[src/inc/lfms_pkg.sv]
package lfms_pkg;
  // register byte addresses
  localparam logic [7:0] ADDR_CTRL   = 8'h00;
  localparam logic [7:0] ADDR_STATUS = 8'h04;
  localparam logic [7:0] ADDR_SCAN   = 8'h08;
  localparam logic [1:0] RESP_OKAY   = 2'b00;
  localparam logic [1:0] RESP_DECERR = 2'b11;
  localparam int         PIN_COUNT   = 4;
  // control field positions
  localparam int CTRL_FM_LSB    = 0;
  localparam int CTRL_LM_LSB    = 4;
  localparam int CTRL_TX_ZERO_SUPPRESS_DISABLE_BIT  = 8;
  localparam int CTRL_RX_ZERO_SUPPRESS_DISABLE_BIT  = 9;
  localparam int CTRL_TX_LINE_PIN_ENABLE_BIT  = 10;
  localparam int CTRL_CLADT_BIT = 11;
  localparam int CTRL_DENO_BIT  = 12;
  localparam int SCAN_OUT_LSB   = 0;
  localparam int SCAN_OE_LSB    = 4;
  localparam int STAT_PIN_LSB   = 16;
  localparam logic [31:0] CTRL_RESET = 32'h0000_0000;
  localparam logic [31:0] SCAN_RESET = 32'h0000_0000;
  localparam logic [31:0] CTRL_MASK  = 32'h0000_1F77;
  localparam logic [31:0] SCAN_MASK  = 32'h0000_00FF;
  // frame-mode codes
  typedef enum logic [2:0] {
    LFMS_FM_DS3_CBIT  = 3'b000,
    LFMS_FM_DS3_M23   = 3'b001,
    LFMS_FM_E3_G751   = 3'b010,
    LFMS_FM_E3_G832   = 3'b011,
    LFMS_FM_DS3_UNFR  = 3'b100,
    LFMS_FM_RSVD_5    = 3'b101,
    LFMS_FM_E3_UNFR   = 3'b110,
    LFMS_FM_RSVD_7    = 3'b111
  } lfms_fm_type;
  localparam logic [2:0] LM_RAIL = 3'b000;
  // decoded operating mode
  typedef struct packed {
    logic       framer_on;   // framing overhead processed
    logic [1:0] fmt;         // 0 cbit 1 m23 2 g751 3 g832
    logic       unframed;
    logic       is_e3;       // line rate / adapter rate
    logic       clock_rate_adapter_tx;     // adapter drives transmit clock
    logic       hdb3;        // 1 hdb3, 0 b3zs
    logic       tx_ami;
    logic       rx_ami;
    logic       rails_on;
    logic       unipolar;
    logic       liu_on;
    logic       reserved;
    logic       cfg_err;
  } lfms_mode_type;
  localparam int MODE_W = $bits(lfms_mode_type);
endpackage

[src/lfms_top.sv]
// Contract
// RL1 - frame code 000 cbit, 001 m23, 010 g751, 011 g832 framing
// RL2 - frame code 100 unframed ds3, 110 unframed e3, no overhead
// RL3 - unframed: adapter rate follows frame code when it sources transmit clock
// RL4 - unframed rail mode: b3zs or hdb3 chosen by frame code
// RL5 - line code 000: internal interface off, rails on, zs bits pick ami
// RL6 - line code 1xx: unipolar, zs bits ignored, line enable needed
// RL7 - unipolar works unframed, adapter rate follows frame code
// RL8 - far end drives negative rail or violation on negative input
// RL9 - transmit marker pin is frame start or data enable by option
// RL10 - scan mode makes every digital pin bidirectional; here only the four line pins, marker pin stays output
// RL11 - unused features held in reset, registers stay accessible
// RL12 - frame codes 101 and 111 reserved, flagged and idle
//
// Decided for this implementation: the AXI4-Lite interface to the registers and the address map.
`timescale 1ns/100ps
`default_nettype none
module lfms_top (
  input  wire logic                 aclk,            // 50 MHz clock
  input  wire logic                 aresetn,         // sync reset, low
  input  wire logic                 ce,              // clock enable
  input  wire logic [7:0]           s_axi_awaddr,    // write address
  input  wire logic                 s_axi_awvalid,   // write addr valid
  output logic                      s_axi_awready,   // write addr ready
  input  wire logic [31:0]          s_axi_wdata,     // write data
  input  wire logic [3:0]           s_axi_wstrb,     // byte enables
  input  wire logic                 s_axi_wvalid,    // write data valid
  output logic                      s_axi_wready,    // write data ready
  output logic [1:0]                s_axi_bresp,     // write response
  output logic                      s_axi_bvalid,    // write resp valid
  input  wire logic                 s_axi_bready,    // write resp ready
  input  wire logic [7:0]           s_axi_araddr,    // read address
  input  wire logic                 s_axi_arvalid,   // read addr valid
  output logic                      s_axi_arready,   // read addr ready
  output logic [31:0]               s_axi_rdata,     // read data
  output logic [1:0]                s_axi_rresp,     // read response
  output logic                      s_axi_rvalid,    // read valid
  input  wire logic                 s_axi_rready,    // read ready
  input  wire logic                 scan_mode_pin,   // boundary scan active
  input  wire logic [3:0]           line_pin_in,     // pad levels
  output logic [3:0]                line_pin_out,    // pad drive values
  output logic [3:0]                line_pin_oe,     // pad drive enables
  input  wire logic                 tx_data_in,      // framer positive/data
  input  wire logic                 tx_neg_in,       // framer negative rail
  input  wire logic                 tx_sof_in,       // framer frame start
  input  wire logic                 tx_den_in,       // framer data enable
  output logic                      tx_frame_marker_or_data_enable, // marker pin
  output logic                      rx_data_out,     // receive data/pos rail
  output logic                      rx_neg_rail_out, // receive neg rail
  output logic                      rx_violation,    // line code violation
  output lfms_pkg::lfms_mode_type   mode             // decoded mode
);
  // pin 0 tx pos/data, 1 tx neg, 2 rx pos/data, 3 rx neg/violation
  logic [31:0] ctrl_reg;
  logic [31:0] scan_reg;
  logic        aw_held_reg;
  logic        w_held_reg;
  logic [7:0]  aw_addr_reg;
  logic [31:0] w_data_reg;
  logic [3:0]  w_strb_reg;
  logic [4:0]  sync1_reg;
  logic [4:0]  sync2_reg;
  logic [4:0]  sync3_reg;
  logic [4:0]  filt_reg;
  lfms_pkg::lfms_mode_type mode_next;

  // three-stage synchronisers; level accepted once stages two and three agree
  logic [4:0] raw_in;
  assign raw_in = {scan_mode_pin, line_pin_in};
  genvar gi;
  generate
    for (gi = 0; gi < 5; gi++)
    begin : g_sync
      always_ff @(posedge aclk)
      begin
        if (!aresetn)
        begin
          sync1_reg[gi] <= 1'b0;
          sync2_reg[gi] <= 1'b0;
          sync3_reg[gi] <= 1'b0;
          filt_reg[gi]  <= 1'b0;
        end
        else if (ce)
        begin
          sync1_reg[gi] <= raw_in[gi];
          sync2_reg[gi] <= sync1_reg[gi];
          sync3_reg[gi] <= sync2_reg[gi];
          if (sync2_reg[gi] == sync3_reg[gi])
            filt_reg[gi] <= sync3_reg[gi];
        end
      end
    end
  endgenerate
  wire logic       scan_on = filt_reg[4];
  wire logic [3:0] pin_lvl = filt_reg[3:0];

  // mode decode from control fields
  wire logic [2:0] fm_code   = ctrl_reg[lfms_pkg::CTRL_FM_LSB +: 3];
  wire logic [2:0] lm_code   = ctrl_reg[lfms_pkg::CTRL_LM_LSB +: 3];
  wire logic       tx_zero_suppress_disable      = ctrl_reg[lfms_pkg::CTRL_TX_ZERO_SUPPRESS_DISABLE_BIT];
  wire logic       rx_zero_suppress_disable      = ctrl_reg[lfms_pkg::CTRL_RX_ZERO_SUPPRESS_DISABLE_BIT];
  wire logic       tx_line_pin_enable      = ctrl_reg[lfms_pkg::CTRL_TX_LINE_PIN_ENABLE_BIT];
  wire logic       fm_rsvd   = (fm_code == lfms_pkg::LFMS_FM_RSVD_5) ||
                               (fm_code == lfms_pkg::LFMS_FM_RSVD_7); // [RL12]
  wire logic       fm_framed = !fm_code[2];                          // [RL1]
  wire logic       fm_unfr   = fm_code[2] && !fm_rsvd;               // [RL2]
  wire logic       lm_rail   = (lm_code == lfms_pkg::LM_RAIL);       // [RL5]
  wire logic       lm_uni    = lm_code[2];                           // [RL6]
  wire logic       lm_liu    = !lm_rail && !lm_uni;
  // rails or unipolar pins need the line enable; otherwise a config error
  wire logic       pins_ok   = (lm_rail || lm_uni) && tx_line_pin_enable && !fm_rsvd; // [RL5] [RL6]
  // e3 for g751/g832 (bit1 framed) and unframed e3 (110)
  wire logic       fm_e3     = fm_code[1];

  always_comb
  begin
    mode_next           = '0;
    mode_next.reserved  = fm_rsvd;                                   // [RL12]
    mode_next.framer_on = fm_framed && pins_ok;                      // [RL1] [RL11]
    mode_next.fmt       = fm_framed ? fm_code[1:0] : 2'b00;          // [RL1]
    mode_next.unframed  = fm_unfr && pins_ok;                        // [RL2]
    mode_next.is_e3     = fm_e3 && !fm_rsvd;                         // [RL3] [RL7]
    // adapter only sourced in unframed operation; rate set by is_e3
    mode_next.clock_rate_adapter_tx   = fm_unfr && pins_ok &&
                          ctrl_reg[lfms_pkg::CTRL_CLADT_BIT];        // [RL3] [RL7]
    mode_next.hdb3      = fm_e3;                                     // [RL4]
    mode_next.tx_ami    = lm_rail && tx_zero_suppress_disable;                           // [RL5]
    mode_next.rx_ami    = lm_rail && rx_zero_suppress_disable;                           // [RL5]
    mode_next.rails_on  = lm_rail && pins_ok;                        // [RL5]
    mode_next.unipolar  = lm_uni && pins_ok;                         // [RL6] [RL7]
    mode_next.liu_on    = 1'b0;                                      // [RL5] [RL11]
    mode_next.cfg_err   = fm_rsvd || lm_liu || !tx_line_pin_enable;
  end

  // line pin drive: scan overrides everything so pads can be forced and watched
  wire logic       path_on = mode_next.rails_on || mode_next.unipolar;
  wire logic [3:0] norm_out = {2'b00, mode_next.rails_on & tx_neg_in,
                               path_on & tx_data_in};
  wire logic [3:0] norm_oe  = {2'b00, mode_next.rails_on, path_on};
  wire logic [3:0] scan_out = scan_reg[lfms_pkg::SCAN_OUT_LSB +: 4];
  wire logic [3:0] scan_oe  = scan_reg[lfms_pkg::SCAN_OE_LSB +: 4];
  wire logic [3:0] pin_out_next = scan_on ? scan_out : norm_out;    // [RL10]
  wire logic [3:0] pin_oe_next  = scan_on ? scan_oe : norm_oe;      // [RL10]
  // marker pin shows frame start or data enable; idle when neither rail nor unipolar path is on
  wire logic       marker_next = !path_on ? 1'b0 :
                     (ctrl_reg[lfms_pkg::CTRL_DENO_BIT] ? tx_den_in : tx_sof_in); // [RL9]
  // negative input carries the rail or a violation flag by line mode
  wire logic       rx_neg_next = mode_next.rails_on & pin_lvl[3];   // [RL8]
  wire logic       rx_lcv_next = mode_next.unipolar & pin_lvl[3];   // [RL8]
  wire logic       rx_dat_next = path_on & pin_lvl[2];              // [RL11]

  // registered datapath outputs; unused paths sit at zero
  always_ff @(posedge aclk)
  begin
    if (!aresetn)
    begin
      mode            <= '0;
      line_pin_out    <= 4'h0;
      line_pin_oe     <= 4'h0;
      rx_data_out     <= 1'b0;
      rx_neg_rail_out <= 1'b0;
      rx_violation    <= 1'b0;
      tx_frame_marker_or_data_enable <= 1'b0;
    end
    else if (ce)
    begin
      mode            <= mode_next;
      line_pin_out    <= pin_out_next;
      line_pin_oe     <= pin_oe_next;
      rx_data_out     <= rx_dat_next;
      rx_neg_rail_out <= rx_neg_next;
      rx_violation    <= rx_lcv_next;
      tx_frame_marker_or_data_enable <= marker_next;
    end
  end

  // axi write: address and data caught in either order, response after both
  wire logic aw_take = s_axi_awvalid && s_axi_awready;
  wire logic w_take  = s_axi_wvalid && s_axi_wready;
  wire logic aw_have = aw_held_reg || aw_take;
  wire logic w_have  = w_held_reg || w_take;
  wire logic wr_go   = aw_have && w_have && !s_axi_bvalid;
  wire logic [7:0]  wr_addr = aw_held_reg ? aw_addr_reg : s_axi_awaddr;
  wire logic [31:0] wr_data = w_held_reg ? w_data_reg : s_axi_wdata;
  wire logic [3:0]  wr_strb = w_held_reg ? w_strb_reg : s_axi_wstrb;
  wire logic [31:0] wr_mask = {{8{wr_strb[3]}}, {8{wr_strb[2]}},
                               {8{wr_strb[1]}}, {8{wr_strb[0]}}};
  wire logic wr_ctrl = wr_go && (wr_addr == lfms_pkg::ADDR_CTRL);
  wire logic wr_scan = wr_go && (wr_addr == lfms_pkg::ADDR_SCAN);
  wire logic wr_hit  = wr_ctrl || wr_scan || (wr_addr == lfms_pkg::ADDR_STATUS);
  wire logic [31:0] ctrl_next = ((ctrl_reg & ~wr_mask) | (wr_data & wr_mask))
                                & lfms_pkg::CTRL_MASK;
  wire logic [31:0] scan_next = ((scan_reg & ~wr_mask) | (wr_data & wr_mask))
                                & lfms_pkg::SCAN_MASK;

  // registers stay writable whatever mode is decoded
  always_ff @(posedge aclk)
  begin
    if (!aresetn)
    begin
      ctrl_reg      <= lfms_pkg::CTRL_RESET;
      scan_reg      <= lfms_pkg::SCAN_RESET;
      aw_held_reg   <= 1'b0;
      w_held_reg    <= 1'b0;
      aw_addr_reg   <= 8'h00;
      w_data_reg    <= 32'h0000_0000;
      w_strb_reg    <= 4'h0;
      s_axi_awready <= 1'b0;
      s_axi_wready  <= 1'b0;
      s_axi_bvalid  <= 1'b0;
      s_axi_bresp   <= lfms_pkg::RESP_OKAY;
    end
    else if (ce)
    begin
      if (aw_take)
        aw_addr_reg <= s_axi_awaddr;
      if (w_take)
      begin
        w_data_reg <= s_axi_wdata;
        w_strb_reg <= s_axi_wstrb;
      end
      aw_held_reg   <= aw_have && !wr_go;
      w_held_reg    <= w_have && !wr_go;
      s_axi_awready <= !aw_have && !s_axi_bvalid && !wr_go;
      s_axi_wready  <= !w_have && !s_axi_bvalid && !wr_go;
      if (wr_ctrl)
        ctrl_reg <= ctrl_next;                                       // [RL11]
      if (wr_scan)
        scan_reg <= scan_next;
      if (wr_go)
      begin
        s_axi_bvalid <= 1'b1;
        s_axi_bresp  <= wr_hit ? lfms_pkg::RESP_OKAY : lfms_pkg::RESP_DECERR;
      end
      else if (s_axi_bready)
        s_axi_bvalid <= 1'b0;
    end
  end

  // axi read: one outstanding, answer registered on the same edge that takes the address
  wire logic rd_take = s_axi_arvalid && s_axi_arready;
  // pins at 19:16, scan flag at 15, mode packed from bit 0 with spare bits above
  wire logic [31:0] status_word = {12'h000, pin_lvl, scan_on,
                                   {(15 - lfms_pkg::MODE_W){1'b0}}, mode};
  wire logic [31:0] rd_word =
    (s_axi_araddr == lfms_pkg::ADDR_CTRL)   ? ctrl_reg :
    (s_axi_araddr == lfms_pkg::ADDR_STATUS) ? status_word :
    (s_axi_araddr == lfms_pkg::ADDR_SCAN)   ? scan_reg : 32'h0000_0000;
  wire logic rd_hit = (s_axi_araddr == lfms_pkg::ADDR_CTRL) ||
                      (s_axi_araddr == lfms_pkg::ADDR_STATUS) ||
                      (s_axi_araddr == lfms_pkg::ADDR_SCAN);

  always_ff @(posedge aclk)
  begin
    if (!aresetn)
    begin
      s_axi_arready <= 1'b0;
      s_axi_rvalid  <= 1'b0;
      s_axi_rdata   <= 32'h0000_0000;
      s_axi_rresp   <= lfms_pkg::RESP_OKAY;
    end
    else if (ce)
    begin
      s_axi_arready <= !s_axi_rvalid && !rd_take;
      if (rd_take)
      begin
        s_axi_rvalid <= 1'b1;
        s_axi_rdata  <= rd_word;
        s_axi_rresp  <= rd_hit ? lfms_pkg::RESP_OKAY : lfms_pkg::RESP_DECERR;
      end
      else if (s_axi_rready)
        s_axi_rvalid <= 1'b0;
    end
  end
endmodule
`default_nettype wire

[config.mk]
export PLATFORM = sky130hd
export DESIGN_NAME = lfms_top
export DESIGN_NICKNAME = d
export VERILOG_FILES = /design/src/inc/lfms_pkg.sv /design/src/lfms_top.sv
export SDC_FILE = /design/constraint.sdc
export NUM_CORES = 1
export LEC_CHECK = 0
export ABC_AREA = 1
export ABC_CLOCK_PERIOD_IN_PS = 2300
export BUFFER_PORTS_ARGS = -buffer_cell sky130_fd_sc_hd__buf_2
export CAP_MARGIN = 15
export CELL_PAD_IN_SITES_DETAIL_PLACEMENT = 1
export CELL_PAD_IN_SITES_GLOBAL_PLACEMENT = 2
export CORE_ASPECT_RATIO = 1.5
export CORE_MARGIN = 1.5
export CORE_UTILIZATION = 30
export CTS_CLUSTER_DIAMETER = 120
export CTS_CLUSTER_SIZE = 8
export DETAILED_ROUTE_END_ITERATION = 16
export PLACE_DENSITY = 0.82
export SETUP_SLACK_MARGIN = 0.1
export SYNTH_ARGS = -nofsm -noshare
export SYNTH_HDL_FRONTEND = slang
export SYNTH_SLANG_ARGS = --single-unit
[constraint.sdc]
create_clock -name aclk -period 2.3 [get_ports aclk]
set_clock_uncertainty 0.15 [all_clocks]
set_input_delay 0.23 -clock aclk [delete_from_list [all_inputs] [get_ports aclk]]
set_output_delay 0.23 -clock aclk [all_outputs]
set_load 0.02 [all_outputs]
Word level (Yosys, flattened, before mapping)
Cells that the tools add are included.

Add/sub/neg operators: 0. Multiply operators: 0. Div/mod/pow operators: 0. Magnitude comparators: 0. Equality and inequality tests: 11. Shift-type cells: 0. Mux-type cells: 17. Bitwise logic cells: 11. Reductions and logical operators: 66.

Operator list (count): $mux W20 (2); $and A13 B13 Y13 (2); $logic_and A1 B1 Y1 (26); $reduce_and A2 Y1 (13); $eq A8 B3 Y1 const B (2); $eq A8 B4 Y1 const B (2); $logic_not A8 Y1 (2); $mux W8 (2); $mux W13 (1); $not A13 Y13 (1); $or A13 B13 Y13 (1); $logic_not A1 Y1 (11); $logic_or A1 B1 Y1 (11); $and A8 B8 Y8 (1); $mux W2 (4); $mux W4 (2); $or A8 B8 Y8 (1); $eq A3 B3 Y1 const B (2); $mux W1 (6); $and A1 B1 Y1 (5); $eq A1 B1 Y1 (5); $reduce_bool A2 Y1 (2); $logic_not A3 Y1 (1).

Register bits: 130. Latch bits: 0. RAM bits: 0. Bits in read-only memories: 0. Bits of input ports: 69. Output and inout port bits: 67. Word-level logic and storage cells: 158. Memories kept: 0.

Depth between registers and ports, before layout
Depth after elaboration: 8. Gate-level depth with buffers: 11. Mapped depth without buffers: 10.

Worst setup path after synthesis
OpenSTA, ideal clock, no wires.

Kind: register to register. From: register s_axi_awready. To: register (tool-made name). Setup time: 0.113 ns. Arrival: 1.333 ns. Required time: 2.037 ns. Path slack: 0.704 ns. Cell stages (with the launch flop): 11. Path buffers: 1. Clock period less this slack: 1.596 ns. Path through: dfxtp_1 > nand2_1 > nand2_2 > nand2_2 > nor2_4 > nand2_4 > nor2_4 > nand2_2 > buf_6 > o21ai_1 > nor2_1.

RTL lines: from (decl) (line lfms_top.sv:24) `output logic s_axi_awready,`; from (signal assigned) (line lfms_top.sv:224) `s_axi_awready <= !aw_have && !s_axi_bvalid && !wr_go;`.

==> impl_metrics.ini <==
[die]
number_of_i_o_pins = 136
placeableCoreArea_um2 = 16100
num_rows = 57
die_area_um2 = 17200
die_height_um = 160
initial_core_util_pct = 30.6
chipWidth_um = 108

[cts]
tritoncts_buffer_count = 17
tritoncts = built
clk-insertion-delay-late_ns = 0.40
ctsRootBufferMaster = sky130_fd_sc_hd__clkbuf_16
clockBufferDepth = 2
cts_setup_buffers = 0
clk_pin_slew_worst_paths_ns = 0.06
holdBufCountCts = 33
numClockSinks = 115
number_of_h_tree_levels = 4
post_cts.resized_instances = 0

[timing]
drv_slew = 0
hold_slack_ns = 0.0812
max_slew_margin_pct = 55.3
timing.final.crit_period_ns = 1.89
rsz0062_at_grt = false
setup_tns_ns = 0
report.final.setup_viol = 0
hold_violation_count_in_the_final_report = 0
timing_worst_slew_pin_value_ns = 0.667
min_period_over_period_pct = 82.0
maxClockFrequency_mhz = 530

[global_routing]
vias_in_the_first_global_route = 4949
combined_global_route_utilization_of_all_metal_layers_pct = 17.3
total_congestion_overflow = 0
grt_start_max_net_pins = 44
grt_pass1_wl_um = 23900
initial_antenna_violation_count = 0

[logic_synthesis]
postSynth.asyncResetShare_pct = 0
synth_flop_cell = sky130_fd_sc_hd__dfxtp_1
synthDominantAreaCellType = sky130_fd_sc_hd__dfxtp_1
synth.most_common_cell = sky130_fd_sc_hd__nand2_1
ys_types = 30
synth_top_cells_by_count = 139 x sky130_fd_sc_hd__nand2_1, 115 x sky130_fd_sc_hd__dfxtp_1, 77 x sky130_fd_sc_hd__a21oi_1
netlist_area_um2 = 4930
average_size_of_a_mapped_cell_um2 = 7.23
post-synth-top-area-fraction_pct = 46.7
yosys-top-cells-area = sky130_fd_sc_hd__dfxtp_1 47%, sky130_fd_sc_hd__nand2_1 11%, sky130_fd_sc_hd__a21oi_1 7.8%
postSynthCellCount = 682
yosys_warnings = 0
synth_seq_cells = 115
synth_edf_count = 0
synth_sequential_area_ratio_pct = 46.7

[detailed_routing]
wire_per_inst_um = 14.0
firstDrtPassIters = 4
route.vias.total = 4844
total_detailed_routing_wirelength_um = 14400
post_drt_via_cell_ratio = 4.71
ant_nets = 0
drc = 0
drt_iter0_drc = 178

[critical_path]
timing.reg2reg.worst_path_depth = 8
crit_buf_inv = 1
cp_data_required_time_ns = 2.49
start_kind = register
worstPathCellList = a21oi_1 > nor2_4 > nand2_4 > nor2_4 > nand2_2 > inv_2 > nor2_1 > nor2_1
critPathArrivalTime_ns = 2.07
cpPeakStageDelay_ns = 0.61
setup_slack_on_the_worst_flop_to_flop_path_ns = 0.41
crit_slowest_cell = sky130_fd_sc_hd__dfxtp_1
cell_family_with_most_cp_delay = simple AND/OR/NAND/NOR gates
crit_path_max_fanout = 16
startpoint_to_endpoint_class_of_the_critical_path = reg2reg
crit_cells = 8
worst_r2r_src = w_held_reg
setup.worst_path.end_class = register
timing.critical_path.from = w_held_reg

[layout]
finish.net_count = 879
stdcell_count = 1029
layout.filler_cells = 2051
synthToLayoutAreaGrowth_pct = 31.8
final_core_utilization_pct = 40.3
n_antenna_cell = 0
drive_gt1_share_pct = 19.9

[min_path]
min_path_type = in2reg

[placement]
placed_cells = 964
hpwlAfterDp_um = 10400
gp_routability_congestion = 0.787
port_buffers = 100

[power_and_ir_drop]
cellLeakagePower_nw = 2.80
power_per_cell_area_nw_per_um2 = 790
vdd_ir_drop_max_mv = 0.566

[status]
run_status = complete, no violations

[job]
max-cap-violations = 0
[stage by stage]
| step | setup WS [ns] | total power, mW | cell area (um2) |
|---|---|---|---|
| after floorplan | 0.704 | 2.36 | 4980 |
| after global placement | 0.481 | 2.46 | 5570 |
| after detailed placement | 0.416 | 2.47 | 5570 |
| after CTS | 0.385 | 5.19 | 6500 |
| after global routing | 0.234 | 5.33 | 6500 |
| final | 0.415 | 5.13 | 6500 |
[routing by layer]
metal | track usage (%) | up-vias | routed length, um
met3 | 3.10 | 11 | 500
met4 | 5.14 | 0 | 147
li1 | - | 2445 | -
met2 | 30.9 | 98 | 7380
met1 | 20.9 | 2290 | 6370
met5 | 0 | - | 0
[kinds of logic (layout without fill, tap and decap cells)]
kind of cell	Yosys count	after routing	share of synthesized area (%)
AND/OR/NAND/NOR	279	279	24.7
AO/OA/AOI/OAI	168	168	17.7
buffers and inverters	119	247	10.8
flip-flops	115	115	46.7
other	1	14	0.0761
[power by group]
| part | switching (mW) | internal, mW | total [mW] |
|---|---|---|---|
| Clock | 0.933 | 1.73 | 2.66 |
| Sequential | 0.0306 | 2.05 | 2.08 |
| Combinational | 0.248 | 0.149 | 0.396 |
[area by class of cell]
cell class	instances	area, um2	area share, %
flip-flops and latches	115	2300	35.4
inverters	68	255	3.93
clock buffers	19	443	6.82
well taps	206	258	3.97
repair buffers	147	936	14.4
multi-input cells	461	2140	33.0
clock inverters	13	160	2.46
[worst min path at each step]
stage	to	start	slack, ns	cells after the start
global placement	aw_addr_reg[5]	aw_addr_reg[5]	0.28	2
global route	s_axi_wready	ce	0.12	4
detailed placement	aw_addr_reg[5]	aw_addr_reg[5]	0.29	2
CTS	s_axi_wready	s_axi_wvalid	0.07	4
floorplan	sync1_reg[0]	line_pin_in[0]	0.21	2
finish	s_axi_wready	s_axi_wvalid	0.08	4
[worst min-delay path, cell delays in order]
cell and delay (ns):
sky130_fd_sc_hd__buf_2 0.09, sky130_fd_sc_hd__a21oi_1 0.11, sky130_fd_sc_hd__nand3_1 0.09, sky130_fd_sc_hd__a21oi_1 0.06
[cell usage in the layout (no fill, tap or decap), drive strengths merged, types with 5 or more instances in the layout]
| cell type | instances |
|---|---|
| nor2 | 75 |
| clkbuf | 19 |
| o21ai | 76 |
| dfxtp | 115 |
| inv | 67 |
| nor3 | 6 |
| a31oi | 6 |
| dlygate4sd3 | 33 |
| conb | 14 |
| o211ai | 8 |
| nand4 | 6 |
| nand2 | 145 |
| nand3 | 44 |
| a21oi | 77 |
| buf | 114 |
| clkinvlp | 5 |
| clkinv | 6 |
(Power assumes the default switching activity.)
